## src/pkg/lpmc_pkg.sv

```systemverilog
/*
  Constants for the low-power mode controller: register offsets, field
  positions, reset values, command codes, mode states and timing counts.
  Assumes a 10 MHz system clock and a 32-bit AHB-Lite register bus.
*/
package lpmc_pkg;

  // ----------------------------------------------------------------
  // Register offsets (byte addresses)
  // ----------------------------------------------------------------
  localparam logic [7:0] OFS_CTRL = 8'h00;
  localparam logic [7:0] OFS_IRQ_EN = 8'h04;
  localparam logic [7:0] OFS_CMD = 8'h08;
  localparam logic [7:0] OFS_STATUS = 8'h0C;
  localparam logic [7:0] OFS_RESUME = 8'h10;

  // ----------------------------------------------------------------
  // Field positions
  // ----------------------------------------------------------------
  localparam int CTRL_PERIPH_STOP = 0;
  localparam int CTRL_RECOVERY = 3;
  localparam int CTRL_BUS_RELEASE = 5;
  localparam int CTRL_STANDBY = 6;
  localparam int EN_ONCHIP = 0;
  localparam int EN_LINE_A = 1;
  localparam int EN_LINE_B = 2;
  localparam int EN_LINE_C = 3;
  localparam int CMD_ADDR_LSB = 8;
  localparam int STAT_IRQ_FLAG = 2;
  localparam int STAT_GRANT = 3;
  localparam int STAT_WAKE_SEEN = 4;

  // ----------------------------------------------------------------
  // Reset values
  // ----------------------------------------------------------------
  localparam logic [7:0] CTRL_RESET = 8'h00;
  localparam logic [3:0] IRQ_EN_RESET = 4'h0;
  localparam logic [19:0] ADDR_HIGH = 20'hFFFFF;
  localparam logic [5:0] CTRL_PINS_HIGH = 6'h3F;

  // ----------------------------------------------------------------
  // Command codes and instruction lengths
  // ----------------------------------------------------------------
  localparam logic [2:0] OP_NONE = 3'h0;
  localparam logic [2:0] OP_HALT = 3'h1;
  localparam logic [2:0] OP_SLEEP = 3'h2;
  localparam logic [2:0] OP_IRQ_ON = 3'h3;
  localparam logic [2:0] OP_IRQ_OFF = 3'h4;
  localparam logic [19:0] HALT_LEN = 20'h00001;
  localparam logic [19:0] SLEEP_LEN = 20'h00002;

  // ----------------------------------------------------------------
  // Timing
  // ----------------------------------------------------------------
  localparam int CLK_HZ = 10_000_000;
  localparam logic [3:0] IDLE_GRANT_EXTRA = 4'h8;

  // ----------------------------------------------------------------
  // Modes
  // ----------------------------------------------------------------
  typedef enum logic [1:0] {
    MODE_RUN,
    MODE_HALT,
    MODE_SLEEP,
    MODE_IDLE
  } lpmc_mode_t;

endpackage
```

## src/logic/lpmc_sync.sv

```systemverilog
/*
  Two-flop level synchroniser for one input.
  Assumes a single clock and an asynchronous active-low reset.
*/
`timescale 1ns/1ps
`default_nettype none
module lpmc_sync #(
  parameter logic RESET_VAL = 1'b1
) (
  // Clock and reset
  input wire logic hclk,
  input wire logic hresetn,
  // Level in and out
  input wire logic din,
  output logic dout
);
  logic meta_q;

  always_ff @(posedge hclk or negedge hresetn) begin
    if (!hresetn) begin
      meta_q <= RESET_VAL;
      dout <= RESET_VAL;
    end else begin
      meta_q <= din;
      dout <= meta_q;
    end
  end
endmodule // lpmc_sync
`default_nettype wire

```

## src/logic/lpmc_top.sv

```systemverilog
/*
  Low-power mode controller: HALT, SLEEP and IDLE entry and exit, bus
  granting while asleep, and pin states during reset, grant and sleep.
  Assumes an AHB-Lite master for software, a CPU core that supplies its
  own bus pin values while running, and on-chip peripheral requests.
*/
// Design decisions made here: the address map and the AHB-Lite interface to the registers.
// Overview of operation
// - HALT ends on reset, NMI, or enabled on-chip or external request.
// - Interrupt out of HALT returns to address after halt instruction.
// - Sleep instruction enters SLEEP when stop, recovery, standby bits zero.
// - In SLEEP oscillator and clock pin run; core and DMA clocks gated.
// - In SLEEP refresh stops; interrupts and bus grants still work.
// - SLEEP without grant drives address and controls high, halt low.
// - In SLEEP peripherals keep running, DMA channels are suspended.
// - SLEEP ends on reset, on-chip request, NMI or external lines.
// - A source with its enable cleared cannot end SLEEP.
// - Wake with global flag set services interrupt, returns after sleep.
// - Wake by an enabled source with global flag clear continues after sleep instruction; NMI is still serviced.
// - In IDLE the bus is granted only when bus release bit is one.
// - In IDLE a bus request is answered eight cycles later than normal.
// - After master drops request, output clock stops and IDLE stays.
// - Status output is high during reset, bus grant and sleep.
// - NMI and external request pins stay inputs in every mode.
`timescale 1ns/1ps
`default_nettype none
module lpmc_top (
  // Clock and reset
  input wire logic hclk,
  input wire logic hresetn,
  // AHB-Lite slave
  input wire logic hsel,
  input wire logic [31:0] haddr,
  input wire logic [1:0] htrans,
  input wire logic hwrite,
  input wire logic [2:0] hsize,
  input wire logic [31:0] hwdata,
  input wire logic hready,
  output logic [31:0] hrdata,
  output logic hreadyout,
  output logic hresp,
  // Wake sources, pins are inputs only
  input wire logic nmi_n,
  input wire logic ext_irq_line_a,
  input wire logic ext_irq_line_b,
  input wire logic ext_irq_line_c,
  input wire logic onchip_irq,
  // External bus master
  input wire logic bus_request_n,
  output logic bus_grant_ack_n,
  // Core side pin values while running
  input wire logic [19:0] core_addr,
  input wire logic [5:0] core_ctrl_n,
  input wire logic core_status,
  input wire logic core_data_oe_n,
  // Pins
  output logic [19:0] address_lines,
  output logic address_lines_oe_n,
  output logic [5:0] ctrl_pins_n,
  output logic ctrl_pins_oe_n,
  output logic data_lines_oe_n,
  output logic halt_n,
  output logic cycle_status_out,
  output logic system_clock_out,
  // Clock gating and core hand-off
  output logic core_clk_en,
  output logic dma_clk_en,
  output logic periph_clk_en,
  output logic refresh_en,
  output logic irq_service,
  output logic [19:0] resume_addr
);

  // ----------------------------------------------------------------
  // Input synchronisers
  // ----------------------------------------------------------------
  logic nmi_s, line_a_s, line_b_s, line_c_s, breq_s;

  lpmc_sync #(.RESET_VAL(1'b1)) u_sync_nmi (
    .hclk(hclk), .hresetn(hresetn), .din(nmi_n), .dout(nmi_s));
  lpmc_sync #(.RESET_VAL(1'b1)) u_sync_a (
    .hclk(hclk), .hresetn(hresetn), .din(ext_irq_line_a), .dout(line_a_s));
  lpmc_sync #(.RESET_VAL(1'b1)) u_sync_b (
    .hclk(hclk), .hresetn(hresetn), .din(ext_irq_line_b), .dout(line_b_s));
  lpmc_sync #(.RESET_VAL(1'b1)) u_sync_c (
    .hclk(hclk), .hresetn(hresetn), .din(ext_irq_line_c), .dout(line_c_s));
  lpmc_sync #(.RESET_VAL(1'b1)) u_sync_breq (
    .hclk(hclk), .hresetn(hresetn), .din(bus_request_n), .dout(breq_s));

  // ----------------------------------------------------------------
  // Register bus
  // ----------------------------------------------------------------
  logic [7:0] ctrl_q;
  logic [3:0] irq_en_q;
  logic irq_flag_q;
  logic wake_seen_q;
  logic wr_pend_q;
  logic [7:0] wr_ofs_q;
  logic addr_ok;
  logic cmd_strobe;
  logic [2:0] cmd_op;
  logic [19:0] cmd_addr;
  lpmc_pkg::lpmc_mode_t mode_q;
  logic grant_q;

  assign addr_ok = hsel && hready && htrans[1];
  assign cmd_strobe = wr_pend_q && (wr_ofs_q == lpmc_pkg::OFS_CMD);
  assign cmd_op = hwdata[2:0];
  assign cmd_addr = hwdata[lpmc_pkg::CMD_ADDR_LSB +: 20];

  // Zero-wait slave, always OKAY
  always_ff @(posedge hclk or negedge hresetn) begin
    if (!hresetn) begin
      hreadyout <= 1'b1;
      hresp <= 1'b0;
      wr_pend_q <= 1'b0;
      wr_ofs_q <= 8'h00;
    end else begin
      hreadyout <= 1'b1;
      hresp <= 1'b0;
      wr_pend_q <= addr_ok && hwrite;
      wr_ofs_q <= haddr[7:0];
    end
  end

  // Read data loads at the address phase so it stands in the data phase
  always_ff @(posedge hclk or negedge hresetn) begin
    if (!hresetn) begin
      hrdata <= 32'h0000_0000;
    end else if (addr_ok && !hwrite) begin
      unique case (haddr[7:0])
        lpmc_pkg::OFS_CTRL: hrdata <= {24'h00_0000, ctrl_q};
        lpmc_pkg::OFS_IRQ_EN: hrdata <= {28'h000_0000, irq_en_q};
        lpmc_pkg::OFS_STATUS:
          hrdata <= {27'h000_0000, wake_seen_q, grant_q, irq_flag_q,
                     mode_q};
        lpmc_pkg::OFS_RESUME: hrdata <= {12'h000, resume_addr};
        default: hrdata <= 32'h0000_0000;
      endcase
    end
  end

  always_ff @(posedge hclk or negedge hresetn) begin
    if (!hresetn) begin
      ctrl_q <= lpmc_pkg::CTRL_RESET;
      irq_en_q <= lpmc_pkg::IRQ_EN_RESET;
    end else if (wr_pend_q) begin
      if (wr_ofs_q == lpmc_pkg::OFS_CTRL) begin
        ctrl_q <= hwdata[7:0];
      end
      if (wr_ofs_q == lpmc_pkg::OFS_IRQ_EN) begin
        irq_en_q <= hwdata[3:0];
      end
    end
  end

  // ----------------------------------------------------------------
  // Wake sources
  // ----------------------------------------------------------------
  logic nmi_req, mask_req, wake;

  // Individually disabled sources are masked before they can wake
  assign mask_req = (onchip_irq && irq_en_q[lpmc_pkg::EN_ONCHIP])
                  || (!line_a_s && irq_en_q[lpmc_pkg::EN_LINE_A])
                  || (!line_b_s && irq_en_q[lpmc_pkg::EN_LINE_B])
                  || (!line_c_s && irq_en_q[lpmc_pkg::EN_LINE_C]);
  assign nmi_req = !nmi_s;
  assign wake = nmi_req || mask_req;

  // ----------------------------------------------------------------
  // Mode machine
  // ----------------------------------------------------------------
  logic sleep_ok, idle_ok, asleep;
  logic [19:0] next_addr_q;

  assign sleep_ok = !ctrl_q[lpmc_pkg::CTRL_PERIPH_STOP]
                 && !ctrl_q[lpmc_pkg::CTRL_RECOVERY]
                 && !ctrl_q[lpmc_pkg::CTRL_STANDBY];
  // Standby combinations are not handled here and leave the core running
  assign idle_ok = ctrl_q[lpmc_pkg::CTRL_PERIPH_STOP]
                && !ctrl_q[lpmc_pkg::CTRL_STANDBY];
  assign asleep = (mode_q == lpmc_pkg::MODE_SLEEP)
               || (mode_q == lpmc_pkg::MODE_IDLE);

  always_ff @(posedge hclk or negedge hresetn) begin
    if (!hresetn) begin
      mode_q <= lpmc_pkg::MODE_RUN;
      next_addr_q <= 20'h00000;
      irq_service <= 1'b0;
      resume_addr <= 20'h00000;
      wake_seen_q <= 1'b0;
    end else begin
      irq_service <= 1'b0;
      unique case (mode_q)
        lpmc_pkg::MODE_RUN: begin
          if (cmd_strobe && cmd_op == lpmc_pkg::OP_HALT) begin
            mode_q <= lpmc_pkg::MODE_HALT;
            next_addr_q <= cmd_addr + lpmc_pkg::HALT_LEN;
          end else if (cmd_strobe && cmd_op == lpmc_pkg::OP_SLEEP) begin
            if (sleep_ok) begin
              mode_q <= lpmc_pkg::MODE_SLEEP;
            end else if (idle_ok) begin
              mode_q <= lpmc_pkg::MODE_IDLE;
            end
            next_addr_q <= cmd_addr + lpmc_pkg::SLEEP_LEN;
          end
        end
        lpmc_pkg::MODE_HALT, lpmc_pkg::MODE_SLEEP,
        lpmc_pkg::MODE_IDLE: begin
          if (wake) begin
            mode_q <= lpmc_pkg::MODE_RUN;
            resume_addr <= next_addr_q;
            wake_seen_q <= 1'b1;
            // NMI is always taken; masked sources need the global flag
            irq_service <= nmi_req || irq_flag_q;
          end
        end
      endcase
    end
  end

  // Global flag, set and cleared by the enable/disable instructions
  always_ff @(posedge hclk or negedge hresetn) begin
    if (!hresetn) begin
      irq_flag_q <= 1'b0;
    end else if (cmd_strobe && mode_q == lpmc_pkg::MODE_RUN) begin
      if (cmd_op == lpmc_pkg::OP_IRQ_ON) begin
        irq_flag_q <= 1'b1;
      end else if (cmd_op == lpmc_pkg::OP_IRQ_OFF) begin
        irq_flag_q <= 1'b0;
      end
    end
  end

  // ----------------------------------------------------------------
  // Bus grant
  // ----------------------------------------------------------------
  logic breq, grant_allowed;
  logic [3:0] idle_cnt_q;

  assign breq = !breq_s;
  assign grant_allowed = (mode_q != lpmc_pkg::MODE_IDLE)
                      || ctrl_q[lpmc_pkg::CTRL_BUS_RELEASE];

  always_ff @(posedge hclk or negedge hresetn) begin
    if (!hresetn) begin
      grant_q <= 1'b0;
      idle_cnt_q <= 4'h0;
    end else if (!grant_q) begin
      if (breq && grant_allowed) begin
        // IDLE wakes the bus logic first, so the answer runs longer
        if (mode_q != lpmc_pkg::MODE_IDLE
            || idle_cnt_q == lpmc_pkg::IDLE_GRANT_EXTRA) begin
          grant_q <= 1'b1;
          idle_cnt_q <= 4'h0;
        end else begin
          idle_cnt_q <= idle_cnt_q + 4'h1;
        end
      end else begin
        idle_cnt_q <= 4'h0;
      end
    end else if (!breq) begin
      grant_q <= 1'b0;
    end
  end

  // ----------------------------------------------------------------
  // Pins and clock enables
  // ----------------------------------------------------------------
  logic phi_run;

  // Clock pin stops in IDLE once the master has let go
  assign phi_run = (mode_q != lpmc_pkg::MODE_IDLE)
                || grant_q;

  always_ff @(posedge hclk or negedge hresetn) begin
    if (!hresetn) begin
      system_clock_out <= 1'b0;
      core_clk_en <= 1'b0;
      dma_clk_en <= 1'b0;
      periph_clk_en <= 1'b0;
      refresh_en <= 1'b0;
    end else begin
      system_clock_out <= phi_run ? !system_clock_out : 1'b0;
      core_clk_en <= (mode_q == lpmc_pkg::MODE_RUN);
      dma_clk_en <= !asleep;
      periph_clk_en <= (mode_q != lpmc_pkg::MODE_IDLE);
      refresh_en <= !asleep;
    end
  end

  // Reset values float the buses and hold status high
  always_ff @(posedge hclk or negedge hresetn) begin
    if (!hresetn) begin
      bus_grant_ack_n <= 1'b1;
      address_lines <= lpmc_pkg::ADDR_HIGH;
      address_lines_oe_n <= 1'b1;
      ctrl_pins_n <= lpmc_pkg::CTRL_PINS_HIGH;
      ctrl_pins_oe_n <= 1'b1;
      data_lines_oe_n <= 1'b1;
      halt_n <= 1'b1;
      cycle_status_out <= 1'b1;
    end else begin
      bus_grant_ack_n <= !grant_q;
      halt_n <= (mode_q == lpmc_pkg::MODE_RUN) || grant_q;
      if (grant_q) begin
        address_lines_oe_n <= 1'b1;
        ctrl_pins_oe_n <= 1'b1;
        data_lines_oe_n <= 1'b1;
        cycle_status_out <= 1'b1;
      end else if (asleep) begin
        address_lines <= lpmc_pkg::ADDR_HIGH;
        address_lines_oe_n <= 1'b0;
        ctrl_pins_n <= lpmc_pkg::CTRL_PINS_HIGH;
        ctrl_pins_oe_n <= 1'b0;
        data_lines_oe_n <= 1'b1;
        cycle_status_out <= 1'b1;
      end else begin
        address_lines <= core_addr;
        address_lines_oe_n <= 1'b0;
        ctrl_pins_n <= core_ctrl_n;
        ctrl_pins_oe_n <= 1'b0;
        data_lines_oe_n <= core_data_oe_n;
        cycle_status_out <= core_status;
      end
    end
  end
endmodule // lpmc_top
`default_nettype wire

```

## config.mk

```make
export PLATFORM = sky130hd
export DESIGN_NAME = lpmc_top
export DESIGN_NICKNAME = d
export VERILOG_FILES = /design/src/pkg/lpmc_pkg.sv /design/src/logic/lpmc_sync.sv /design/src/logic/lpmc_top.sv
export SDC_FILE = /design/constraint.sdc
export NUM_CORES = 1
export LEC_CHECK = 0
export BUFFER_PORTS_ARGS = -buffer_cell sky130_fd_sc_hd__buf_2
export CORE_ASPECT_RATIO = 0.8
export CORE_MARGIN = 8
export CORE_UTILIZATION = 35
export CTS_CLUSTER_SIZE = 16
export DETAILED_ROUTE_END_ITERATION = 8
export HOLD_SLACK_MARGIN = 0.05
export PLACE_DENSITY_LB_ADDON = 0.12
export SLEW_MARGIN = 15
export SYNTH_ARGS = -nofsm -noshare
export SYNTH_HDL_FRONTEND = slang
export SYNTH_SLANG_ARGS = --single-unit
```

## constraint.sdc

```tcl
create_clock -name hclk -period 4.77 [get_ports hclk]
set_input_delay 0.954 -clock hclk [delete_from_list [all_inputs] [get_ports hclk]]
set_output_delay 0.954 -clock hclk [all_outputs]
set_load 0.02 [all_outputs]
```

* Word level (Yosys, flattened, before mapping)
Cells that the tools add are included.
** Storage, ports and cells
- Bits in registers :: 148
- Bits in latches :: 0
- Memory bits (writable) :: 0
- Bits in read-only memories :: 0
- Input bits :: 108
- Output and inout bits :: 92
- Word-level logic and storage cells :: 131
- Memories kept :: 0
** Operators by class
- $add $sub $neg :: 3
- Multipliers :: 0
- Divide/modulo/power cells :: 0
- Magnitude comparators :: 0
- Equal/unequal tests :: 17
- Shifts and indexed selects :: 0
- Multiplexer cells :: 27
- Bitwise gates (word level) :: 0
- Reduce and logical (&&, ||, !) cells :: 50
** Operator list (number)
- $pmux 20 s4 :: 1
- $mux 20 :: 3
- $add 20x1->20 const B :: 1
- $add 20x2->20 const B :: 1
- $eq 8x3->1 const B :: 2
- $eq 8x4->1 const B :: 2
- $logic_and 1x1->1 :: 16
- $logic_not 8->1 :: 2
- $mux 1 :: 14
- $logic_not 1->1 :: 12
- $logic_or 1x1->1 :: 10
- $mux 2 :: 5
- $reduce_and 2->1 :: 5
- $eq 8x5->1 const B :: 1
- $mux 4 :: 2
- $eq 3x2->1 const B :: 2
- $mux 6 :: 1
- $add 4x1->4 const B :: 1
- $eq 2x2->1 const B :: 2
- $eq 4x4->1 const B :: 1
- $ne 2x2->1 const B :: 2
- $ne 4x4->1 const B :: 1
- $pmux 2 s2 :: 1
- $reduce_bool 2->1 :: 2
- 7 further kinds :: 7

* Logic depth before layout (Yosys ltp)
Gate-level depths: netlist of the first run.
- Word-level depth :: 8
- Depth in mapped cells :: 7
- Mapped depth without buffers :: 7

* Cells and area by module
Synthesis of the first run repeated with hierarchy kept, for this count alone.
** Unflattened totals
- Cell total of the unflattened synthesis :: 521
- Area, all modules :: 5849.4 um^2
** By module, submodules not included
- lpmc_top :: instances 1, cells an instance 511, area an instance 5586.6 um^2, seq. area each 3191.8 um^2
- lpmc_sync :: instances 5, cells an instance 2, area an instance 52.6 um^2, seq. area each 52.6 um^2

* Worst setup path before layout of the first run
Ideal clock, no wire load.
- Path type :: input to register
- Start point :: in hwdata[2]
- End point :: reg next_addr_q[18]
- Library setup time :: 0.122 ns
- Arrival time :: 2.405 ns
- Required time :: 4.648 ns
- Path slack :: 2.243 ns
- Cell stages on the path :: 6
- Path buffers :: 1
- Cells stage by stage :: nand4bb_2 -> or4_4 -> buf_6 -> a2111oi_4 -> xnor2_1 -> a21oi_2
** Between the ends
- Longest elaborated chain between the ends :: 4
- Elaborated cells between the ends (all ways) :: 7
- Classes of those cells :: eq/ne: 2; mux: 1; reduce/logical: 4
** RTL lines
- start, declared :: RTL line lpmc_top.sv:37 : input wire logic [31:0] hwdata,
- $eq 3x1->1 / $eq 3x2->1 (equally long branches) :: RTL line lpmc_top.sv:196, lpmc_top.sv:199
- $logic_and 1x1->1, on equally long branches :: RTL line lpmc_top.sv:196, lpmc_top.sv:199
- $reduce_bool 2->1 (no source line)
- $reduce_and 2->1 (no source line)
- end signal, assigned :: RTL line lpmc_top.sv:198 : next_addr_q <= cmd_addr + lpmc_pkg::HALT_LEN;
- end signal, assigned :: RTL line lpmc_top.sv:205 : next_addr_q <= cmd_addr + lpmc_pkg::SLEEP_LEN;
- end, declared :: RTL line lpmc_top.sv:174 : logic [19:0] next_addr_q;
Several ways; a longest one is shown, not always the timed one.
A chain may end at the register's enable or synchronous reset.

* Worst setup path in the final report of the first run
- Start point :: reg mode_q[1]
- End point :: reg resume_addr[2]
** Between the ends
- Longest elaborated chain between the ends :: 3
- Elaborated cells between the ends (all ways) :: 5
- Classes of those cells :: eq/ne: 3; reduce/logical: 2
** RTL lines
- start, declared :: RTL line lpmc_top.sv:103 : lpmc_pkg::lpmc_mode_t mode_q;
- start signal, assigned :: RTL line lpmc_top.sv:187 : mode_q <= lpmc_pkg::MODE_RUN;
- start signal, assigned :: RTL line lpmc_top.sv:197 : mode_q <= lpmc_pkg::MODE_HALT;
- start signal, assigned :: RTL line lpmc_top.sv:201 : mode_q <= lpmc_pkg::MODE_SLEEP;
- $eq 2x2->1 / $eq 2x1->1 (equally long branches) :: RTL line lpmc_top.sv:194 : unique case (mode_q)
- $reduce_or 3->1 * :: RTL line lpmc_top.sv:194
- $reduce_and 2->1 (no source line) *
- end signal, assigned :: RTL line lpmc_top.sv:212 : resume_addr <= next_addr_q;
- end, declared :: RTL line lpmc_top.sv:71 : output logic [19:0] resume_addr
Mark *: on every way between the ends. The rest lies on a longest branch, timed or not.

==> impl_metrics.sql, run 1 <==
INSERT INTO impl_metrics (metric_group, metric, value, unit) VALUES
('yosys', 'synth_enable_flop_cells', '0', ''),
('critical_path', 'critical-path-slowest-cell', 'dfrtp_1', ''),
('final_layout', 'most_common_cell_after_layout_fill_and_taps_aside', 'buf_2', ''),
('global_routing', 'globalRouteTotalUtil', '0.1511', ''),
('clocking', 'cts_hold_repair_buffers', '0', ''),
('final_layout', 'utilization', '0.4465', ''),
('die', 'initial_utilization', '0.3559', ''),
('sta', 'totalNegativeSetupSlack', '0', 'ns'),
('power_and_ir_drop', 'irDropWorstVdd', '0.2315', 'mV'),
('yosys', 'synth_warnings', '0', ''),
('route', 'drt-total-wl', '15.54', 'mm'),
('sta', 'setup-violations-final', '0', ''),
('die', 'die_area', '21210', 'um2'),
('global_routing', 'grt_overflow', '0', ''),
('final_layout', 'drive_gt1_frac', '0.4083', ''),
('global_routing', 'grt_first_pass_wirelength', '25.39', 'mm'),
('route', 'detail_route.drc_violations', '0', ''),
('yosys', 'synth_cells', '517', ''),
('route', 'routed-via-count', '4289', ''),
('clocking', 'post-cts-setup-buffers', '0', ''),
('sta', 'grt_setup_unrepaired', 'no', ''),
('status', 'result_of_the_run', 'completed', ''),
('critical_path', 'setup.worst_path.start_class', 'flop', ''),
('final_layout', 'area_growth', '25.46', '%'),
('route', 'routed_via_density', '4.787', ''),
('power_and_ir_drop', 'power-per-cell-area', '429.1', 'nW/um2'),
('yosys', 'ys_dominant_reg_cell', 'dfrtp_1', ''),
('sta', 'clock.fmax', '367.9', 'MHz'),
('critical_path', 'cpPeakStageDelay', '1.07', 'ns'),
('clocking', 'ctsResizeCount', '0', ''),
('die', 'design.core.area', '16500', 'um2'),
('yosys', 'syn_area', '5873', 'um2'),
('critical_path', 'setup.reg_to_reg.worst_slack', '2.05', 'ns'),
('hold_path', 'min_path_type', 'flop to flop', ''),
('die', 'floorplan.rows', '42', ''),
('global_routing', 'grt_pass1_vias', '4562', ''),
('final_layout', 'finalNetCount', '775', ''),
('sta', 'timing_worst_slew_pin_value', '1.109', 'ns'),
('route', 'detailedRoute.firstPassIterationCount', '4', ''),
('yosys', 'post_synth_num_cell_types', '56', ''),
('clocking', 'clkSinkCount', '136', ''),
('route', 'ant_nets', '0', ''),
('route', 'drt_wl_cell', '17.34', 'um'),
('route', 'detailed_router_s_first_iteration_violation_count', '231', ''),
('global_routing', 'grt_max_degree', '82', ''),
('yosys', 'ys_seq_area_frac', '0.5882', ''),
('sta', 'final_hold_viol_count', '0', ''),
('global_routing', 'antenna_violations_before_repair', '0', ''),
('sta', 'timing.final.max_slew_violations', '0', ''),
('critical_path', 'timing.critical_path.fanout_max', '33', ''),
('placement', 'place.port_buffers', '153', ''),
('clocking', 'insertion_delay', '0.41', 'ns'),
('clocking', 'cts-htree-levels', '4', ''),
('sta', 'final.setup_skew', '0.007197', 'ns'),
('die', 'i_o_pins', '200', ''),
('power_and_ir_drop', 'leakagePower', '3.458', 'nW'),
('die', 'die_h', '131.9', 'um'),
('placement', 'gpl.final_weighted_congestion', '0.8229', ''),
('critical_path', 'worst-endpoint-arrival', '3.01', 'ns'),
('final_layout', 'fillers', '1590', ''),
('yosys', 'post_synthesis_register_bit_count', '136', ''),
('final_layout', 'n_antenna_cell', '0', ''),
('critical_path', 'worstSetupEndpointType', 'flop', ''),
('yosys', 'syn_area_per_cell', '11.36', 'um2'),
('critical_path', 'critical_path.cell_chain', 'nor2_1, a31oi_4, mux2_2', ''),
('critical_path', 'critical_setup_path_class', 'flop to flop', ''),
('job', 'timing.max_cap.violations', '0', ''),
('yosys', 'asyncSetResetFlopFracSynth', '1.000', ''),
('critical_path', 'cp_data_required_time', '5.07', 'ns'),
('clocking', 'clock-root-buffer', 'clkbuf_16', ''),
('clocking', 'cts.path.max_buffers', '2', ''),
('placement', 'dp_hpwl', '11.47', 'mm'),
('clocking', 'cts_buffers', '17', ''),
('clocking', 'clkTransAtPathRegs', '0.06', 'ns'),
('sta', 'timing.slew.headroom', '0.2604', ''),
('clocking', 'tritoncts', 'yes', ''),
('die', 'die_x', '160.8', 'um'),
('sta', 'fin_crit_sh', '0.5698', ''),
('sta', 'finalCriticalPeriod', '2.718', 'ns'),
('final_layout', 'leading_cell_types_in_the_layout_fill_and_taps_excluded', '152 x buf_2, 95 x dfrtp_1, 53 x nor2_1, 50 x nand2_1, 46 x o21ai_0', '');
state kept, by name, indices dropped and copies added (netlist names), 2 cells and up:
name / count
hrdata: 20
wr_ofs_q: 8
resume_addr: 20
next_addr_q: 20
address_lines: 20
ctrl_q: 8
irq_en_q: 4
ctrl_pins_n: 6
idle_cnt_q: 4
mode_q: 2
final cells by class:
class / instances / area (um2) / area share
multi-input combinational: 337 / 2168 / 0.2943
tap: 220 / 275.3 / 0.03736
inverter: 13 / 48.80 / 0.006623
clock inverter: 4 / 21.27 / 0.002887
sequential: 136 / 3455 / 0.4688
timing repair buffer: 158 / 809.5 / 0.1099
clock buffer: 28 / 590.6 / 0.08015
cells in the mapped netlist (all sizes together), types with 3 or more instances:
library cell / instances / area (um2)
a31oi: 3 / 18.77
mux2: 32 / 360.4
xnor2: 13 / 113.9
ha: 4 / 50.05
dfrtp: 95 / 2377
or3: 4 / 25.02
buf: 25 / 193.9
nand2: 50 / 187.7
dfstp: 41 / 1077
o21ai: 46 / 230.2
nand4: 7 / 43.79
a22o: 20 / 175.2
xor2: 5 / 43.79
or4: 3 / 30.03
mux2i: 7 / 70.07
nor2: 54 / 205.2
and4: 3 / 26.28
inv: 13 / 48.80
clkbuf: 18 / 67.56
nor4: 9 / 71.32
a21oi: 21 / 108.9
a211oi: 3 / 22.52
nand3: 11 / 55.05
stage by stage:
| stage | cell area (um2) | hold slack, ns | instances | power, mW | setup slack, ns |
|---|---|---|---|---|---|
| 6_report | 7368 | 0.3553 | 896 | 3.162 | 2.052 |
| 5_1_grt | 7368 | 0.3592 | 896 | 3.306 | 1.816 |
| 4_1_cts | 7368 | 0.3557 | 896 | 3.211 | 1.973 |
| 3_5_place_dp | 6756 | 0.3468 | 864 | 1.871 | 1.942 |
| 3_3_place_gp | 6756 | 0.3468 | 864 | 1.860 | 1.945 |
| 2_1_floorplan | 5918 | 0.3452 | 529 | 1.652 | 2.243 |
per-layer routing:
metal  up-vias  GRT usage  share of wire
met3        13    0.04900          0.066
li1       2065          -              -
met1      2083     0.2052           0.49
met4         0    0.04466          0.010
met2       128     0.2255           0.44
met5         -          0              0
worst max-delay path: cells and delay by family, from the launching register on:
family	cells	cell delay (ns)
multiplexers	1	0.42
flip-flops	1	1.07
AND/OR/NAND/NOR	1	0.29
AO/OA/AOI/OAI	1	0.81
where the power goes:
part	switching, mW	internal [mW]	total, mW	leakage (nW)
clock	0.478	0.841	1.32	0.308
combinational	0.285	0.172	0.457	1.50
sequential	0.0955	1.29	1.39	1.65
total	0.859	2.30	3.16	3.46
cells by family after synthesis:
| kind of cell | count (synthesis) | synth area share |
|---|---|---|
| buf+inv | 56 | 0.05283 |
| fa+ha+maj | 4 | 0.008522 |
| mux | 39 | 0.07329 |
| xor+xnor | 18 | 0.02684 |
| other cells | 2 | 0.001279 |
| compound gates | 105 | 0.1178 |
| flops | 136 | 0.5882 |
| simple gates | 157 | 0.1312 |
path summary, 6_finish.rpt:
kind / start / end / cells past startpoint
setup / recovery: mode_q[1] / resume_addr[2] / 3
hold / removal: u_sync_a.meta_q / u_sync_a.dout / 0
setup reg to reg: mode_q[1] / resume_addr[2] / 3
hold reg to reg: u_sync_a.meta_q / u_sync_a.dout / 0
max in group asynchronous: hresetn / next_addr_q[8] / 2
min in group asynchronous: hresetn / idle_cnt_q[1] / 1
No activity file was read; power rests on OpenSTA's default activity.
==> inputs of run 2 (changes only) <==
Clock period 4.77 ns to 2.2 ns, I/O delays scaled along.
==> impl_metrics.sql, run 2 (synthesized netlist as in run 1, its figures left out) <==
INSERT INTO impl_metrics (metric_group, metric, value, unit) VALUES
('route', 'detail_route.drc_violations', '0', ''),
('status', 'failing_checks', 'setup timing', ''),
('critical_path', 'worst-endpoint-arrival', '2.55', 'ns'),
('sta', 'totalNegativeSetupSlack', '-0.1136', 'ns'),
('power_and_ir_drop', 'totalPowerFinal', '6.734', 'mW'),
('final_layout', 'most_common_cell_after_layout_fill_and_taps_aside', 'buf_2', ''),
('final_layout', 'leading_cell_types_in_the_layout_fill_and_taps_excluded', '152 x buf_2, 95 x dfrtp_1, 52 x nor2_1, 50 x nand2_1, 45 x o21ai_0', ''),
('final_layout', 'area_growth', '29.87', '%'),
('clocking', 'insertion_delay', '0.41', 'ns'),
('clocking', 'clkTransAtPathRegs', '0.06', 'ns'),
('final_layout', 'utilization', '0.4622', ''),
('sta', 'finalCriticalPeriod', '2.253', 'ns'),
('global_routing', 'grt_first_pass_wirelength', '25.31', 'mm'),
('placement', 'gpl.final_weighted_congestion', '0.8255', ''),
('die', 'design.core.area', '16500', 'um2'),
('route', 'detailedRoute.firstPassIterationCount', '4', ''),
('critical_path', 'timing.critical_path.fanout_max', '7', ''),
('critical_path', 'cp_data_required_time', '2.50', 'ns'),
('global_routing', 'grt_overflow', '0', ''),
('sta', 'setup_slack', '-0.05292', 'ns'),
('global_routing', 'grt_pass1_vias', '4519', ''),
('die', 'floorplan.rows', '42', ''),
('clocking', 'tritoncts', 'yes', ''),
('die', 'die_x', '160.8', 'um'),
('route', 'detailed_router_s_first_iteration_violation_count', '346', ''),
('sta', 'fin_crit_sh', '1.024', ''),
('clocking', 'clock-root-buffer', 'clkbuf_16', ''),
('clocking', 'cts.path.max_buffers', '2', ''),
('sta', 'clock.fmax', '443.9', 'MHz'),
('status', 'result_of_the_run', 'complete, but fails checks', ''),
('power_and_ir_drop', 'power-per-cell-area', '882.8', 'nW/um2'),
('sta', 'whs', '0.1230', 'ns'),
('critical_path', 'setup.worst_path.start_class', 'flop', ''),
('critical_path', 'worstSetupEndpointType', 'flop', ''),
('route', 'drt-total-wl', '15.95', 'mm'),
('sta', 'timing.final.max_slew_violations', '0', ''),
('die', 'die_area', '21210', 'um2'),
('power_and_ir_drop', 'leakagePower', '3.601', 'nW'),
('route', 'routed_via_density', '4.780', ''),
('sta', 'final.setup_skew', '0.008407', 'ns'),
('die', 'die_h', '131.9', 'um'),
('clocking', 'cts-htree-levels', '4', ''),
('placement', 'dp_hpwl', '11.82', 'mm'),
('clocking', 'clkSinkCount', '136', ''),
('global_routing', 'grt_max_degree', '61', ''),
('sta', 'final_hold_viol_count', '0', ''),
('placement', 'place.port_buffers', '153', ''),
('die', 'initial_utilization', '0.3559', ''),
('final_layout', 'fillers', '1577', ''),
('sta', 'setup-violations-final', '4', ''),
('route', 'drt_wl_cell', '17.28', 'um'),
('power_and_ir_drop', 'irDropWorstVdd', '0.4852', 'mV'),
('global_routing', 'antenna_violations_before_repair', '0', ''),
('critical_path', 'critical_setup_path_class', 'flop to flop', ''),
('final_layout', 'drive_gt1_frac', '0.4367', ''),
('clocking', 'cts_buffers', '17', ''),
('route', 'routed-via-count', '4412', ''),
('sta', 'timing_worst_slew_pin_value', '0.5580', 'ns'),
('final_layout', 'finalNetCount', '802', ''),
('hold_path', 'min_path_type', 'input pin to flop', ''),
('die', 'i_o_pins', '200', ''),
('global_routing', 'globalRouteTotalUtil', '0.1501', ''),
('route', 'ant_nets', '0', ''),
('sta', 'timing.slew.headroom', '0.6280', ''),
('final_layout', 'n_antenna_cell', '0', ''),
('job', 'timing.max_cap.violations', '0', ''),
('sta', 'grt_setup_unrepaired', 'yes', '');
-- run 2: metal layers --
metal,global-route usage,vias to the layer above,wire length [um],part of all wire
li1,-,2126,-,-
met1,0.2079,2139,7828,0.49
met2,0.2185,139,6953,0.44
met3,0.05337,8,1067,0.067
met4,0.03850,0,102,0.0064
met5,0,-,0,0
-- run 2: cell type report --
type | instances | area (um2) | share of cell area
clock buffers | 21 | 481.7 | 0.06316
flip-flops and latches | 136 | 3455 | 0.4529
repair buffers | 185 | 1082 | 0.1419
inverters | 13 | 48.80 | 0.006398
clock inverters | 11 | 91.34 | 0.01198
well taps | 220 | 275.3 | 0.03609
multi-input cells | 337 | 2193 | 0.2876
-- run 2: worst max-delay path, stage by stage (launching register included) --
cell and delay, ns:
dfrtp_1 0.36, or4b_4 0.58, or4_4 0.62, a2111oi_4 0.33
xnor2_1 0.18, a21oi_2 0.07
-- run 2: power breakdown --
group          internal, mW  switching [mW]
Combinational         0.388           0.637
Clock                  1.68            1.05
Sequential             2.80           0.182
Total                  4.86            1.87
-- run 2: timing repair --
item                                    CTS  global route
hold endpoints to repair                 34             0
pin swaps                                 1             3
resized for setup                         1             5
endpoints found under the setup margin    6            23
setup buffers                             0             4
gates cloned                              0             2
hold buffers                              1             0
-- run 2: final timing paths --
kind | from | to | slack, ns | cells past startpoint
min in group asynchronous | hresetn | hrdata[3] | 0.57 | 2
max | wr_ofs_q[6] | next_addr_q[18] | -0.05 | 5
min | ext_irq_line_a | u_sync_a.meta_q | 0.12 | 1
min reg2reg | u_sync_c.meta_q | u_sync_c.dout | 0.35 | 0
max in group asynchronous | hresetn | address_lines[1] | 0.92 | 3
max reg2reg | wr_ofs_q[6] | next_addr_q[18] | -0.05 | 5
-- run 2: per-stage QoR --
stage	area, um2	setup WS [ns]	instances
6_report	7627	-0.05292	923
3_5_place_dp	6933	-0.06690	884
5_1_grt	7627	-0.1726	923
2_1_floorplan	5934	-0.03348	529
4_1_cts	7521	-0.04891	917
3_3_place_gp	6933	-0.03954	884
==> inputs of run 3 (changes only) <==
Settings changed: CTS_BUF_LIST set to sky130_fd_sc_hd__clkbuf_4 sky130_fd_sc_hd__clkbuf_8 sky130_fd_sc_hd__clkbuf_16, TNS_END_PERCENT set to 100.
==> impl_metrics.sql, run 3 (synthesized netlist as in run 1, its figures left out) <==
INSERT INTO impl_metrics (metric_group, metric, value, unit) VALUES
('critical_path', 'worstSetupEndpointType', 'flop', ''),
('final_layout', 'multi_input_comb_area', '2193', 'um2'),
('global_routing', 'grt_pass1_vias', '4519', ''),
('route', 'routed_via_density', '4.780', ''),
('final_layout', 'leading_cell_types_in_the_layout_fill_and_taps_excluded', '152 x buf_2, 95 x dfrtp_1, 52 x nor2_1, 50 x nand2_1, 45 x o21ai_0', ''),
('die', 'floorplan.rows', '42', ''),
('final_layout', 'finalNetCount', '802', ''),
('clocking', 'cts.path.max_buffers', '2', ''),
('placement', 'preCtsSetupSlack', '-0.06690', 'ns'),
('power_and_ir_drop', 'power-per-cell-area', '884.1', 'nW/um2'),
('critical_path', 'timing.critical_path.fanout_max', '7', ''),
('hold_path', 'min_path_type', 'input pin to flop', ''),
('sta', 'timing_worst_slew_pin_value', '0.5580', 'ns'),
('power_and_ir_drop', 'leakagePower', '3.604', 'nW'),
('sta', 'grt_setup_unrepaired', 'yes', ''),
('clocking', 'clkTransAtPathRegs', '0.06', 'ns'),
('critical_path', 'setup.worst_path.start_class', 'flop', ''),
('clocking', 'clkSinkCount', '136', ''),
('sta', 'timing.slew.headroom', '0.6280', ''),
('global_routing', 'grt_first_pass_wirelength', '25.31', 'mm'),
('status', 'failing_checks', 'setup timing', ''),
('clocking', 'clock-root-buffer', 'clkbuf_16', ''),
('placement', 'place.port_buffers', '153', ''),
('final_layout', 'n_antenna_cell', '0', ''),
('route', 'ant_nets', '0', ''),
('power_and_ir_drop', 'irDropWorstVdd', '0.4852', 'mV'),
('final_layout', 'fillers', '1577', ''),
('placement', 'dp_hpwl', '11.82', 'mm'),
('sta', 'final_hold_viol_count', '0', ''),
('clocking', 'tritoncts', 'yes', ''),
('clocking', 'cts-htree-levels', '4', ''),
('critical_path', 'worst-endpoint-arrival', '2.55', 'ns'),
('die', 'die_x', '160.8', 'um'),
('die', 'die_h', '131.9', 'um'),
('clocking', 'insertion_delay', '0.41', 'ns'),
('die', 'i_o_pins', '200', ''),
('route', 'detail_route.drc_violations', '0', ''),
('job', 'timing.max_cap.violations', '0', ''),
('sta', 'fin_crit_sh', '1.024', ''),
('final_layout', 'most_common_cell_after_layout_fill_and_taps_aside', 'buf_2', ''),
('final_layout', 'drive_gt1_frac', '0.4381', ''),
('critical_path', 'critical_setup_path_class', 'flop to flop', ''),
('route', 'routed-via-count', '4412', ''),
('sta', 'finalCriticalPeriod', '2.254', 'ns'),
('route', 'detailed_router_s_first_iteration_violation_count', '346', ''),
('die', 'initial_utilization', '0.3559', ''),
('sta', 'setup_slack', '-0.05363', 'ns'),
('global_routing', 'grt_overflow', '0', ''),
('global_routing', 'antenna_violations_before_repair', '0', ''),
('clocking', 'cts_buffers', '17', ''),
('placement', 'placedCellCount', '884', ''),
('final_layout', 'post_layout_nonfiller_instances', '923', ''),
('placement', 'detailed_place.area', '6933', 'um2'),
('die', 'design.core.area', '16500', 'um2'),
('final_layout', 'seqCellArea', '3455', 'um2'),
('die', 'die_area', '21210', 'um2'),
('sta', 'final.setup_skew', '0.008407', 'ns'),
('sta', 'setup-violations-final', '4', ''),
('global_routing', 'globalRouteTotalUtil', '0.1501', ''),
('placement', 'gpl.final_weighted_congestion', '0.8255', ''),
('route', 'detailedRoute.firstPassIterationCount', '4', ''),
('final_layout', 'design_area', '7631', 'um2'),
('sta', 'timing.final.max_slew_violations', '0', ''),
('route', 'drt_wl_cell', '17.28', 'um'),
('final_layout', 'area_growth', '29.93', '%'),
('sta', 'clock.fmax', '443.7', 'MHz'),
('global_routing', 'grt_max_degree', '61', ''),
('status', 'result_of_the_run', 'complete, but fails checks', ''),
('critical_path', 'cp_data_required_time', '2.50', 'ns'),
('route', 'drt-total-wl', '15.95', 'mm');
==> run 3: cell counts in the layout (fill, tap and decap cells not counted) <==
No cell type changed its count.
==> run 3: layer usage <==
layer / vias to the layer above / part of all wire / track usage
li1: 2126 / - / -
met1: 2139 / 0.49 / 0.2079
met2: 139 / 0.44 / 0.2185
met3: 8 / 0.067 / 0.05337
met4: 0 / 0.0064 / 0.03850
met5: - / 0 / 0
==> run 3: worst max-delay path: stages (launching register included) <==
cell and delay [ns]:
dfrtp_1 0.36, or4b_4 0.58, or4_4 0.62, a2111oi_4 0.33, xnor2_1 0.18, a21oi_2 0.07
==> run 3: worst paths after layout <==
path	from	endpoint	slack, ns	cells after the start
max	wr_ofs_q[6]	next_addr_q[18]	-0.05	5
min	ext_irq_line_a	u_sync_a.meta_q	0.12	1
max reg2reg	wr_ofs_q[6]	next_addr_q[18]	-0.05	5
min reg2reg	u_sync_c.meta_q	u_sync_c.dout	0.35	0
max in group asynchronous	hresetn	address_lines[1]	0.92	3
min in group asynchronous	hresetn	hrdata[3]	0.57	2
==> run 3: cell type report <==
class	instances	share of cell area
Clock buffer	21	0.06362
Clock inverter	11	0.01197
Inverter	13	0.006394
Multi-Input combinational cell	337	0.2874
Sequential cell	136	0.4527
Tap cell	220	0.03607
Timing Repair Buffer	185	0.1418
==> run 3: power by group <==
part | switching [mW] | internal (mW)
registers | 0.182 | 2.80
logic | 0.637 | 0.388
clock network | 1.05 | 1.69
==> run 3: what timing repair did <==
item,CTS,global route
setup endpoints to repair,6,23
pin swaps,1,3
gates resized for setup,1,5
cloned,0,2
setup buffers,0,4
hold buffers,1,0
hold endpoints to repair,34,0
==> run 3: metrics by stage <==
step / total power, mW / TNS (ns) / hold slack [ns] / util
6_report: 6.747 / -0.1164 / 0.1230 / 0.4625
3_5_place_dp: 4.060 / -0.2651 / 0.3475 / 0.4202
2_1_floorplan: 3.582 / -0.03348 / 0.1444 / -
5_1_grt: 7.068 / -0.6469 / 0.1025 / 0.4625
3_3_place_gp: 4.042 / -0.1820 / 0.3470 / 0.4202
4_1_cts: 6.852 / -0.1832 / 0.09910 / 0.4560
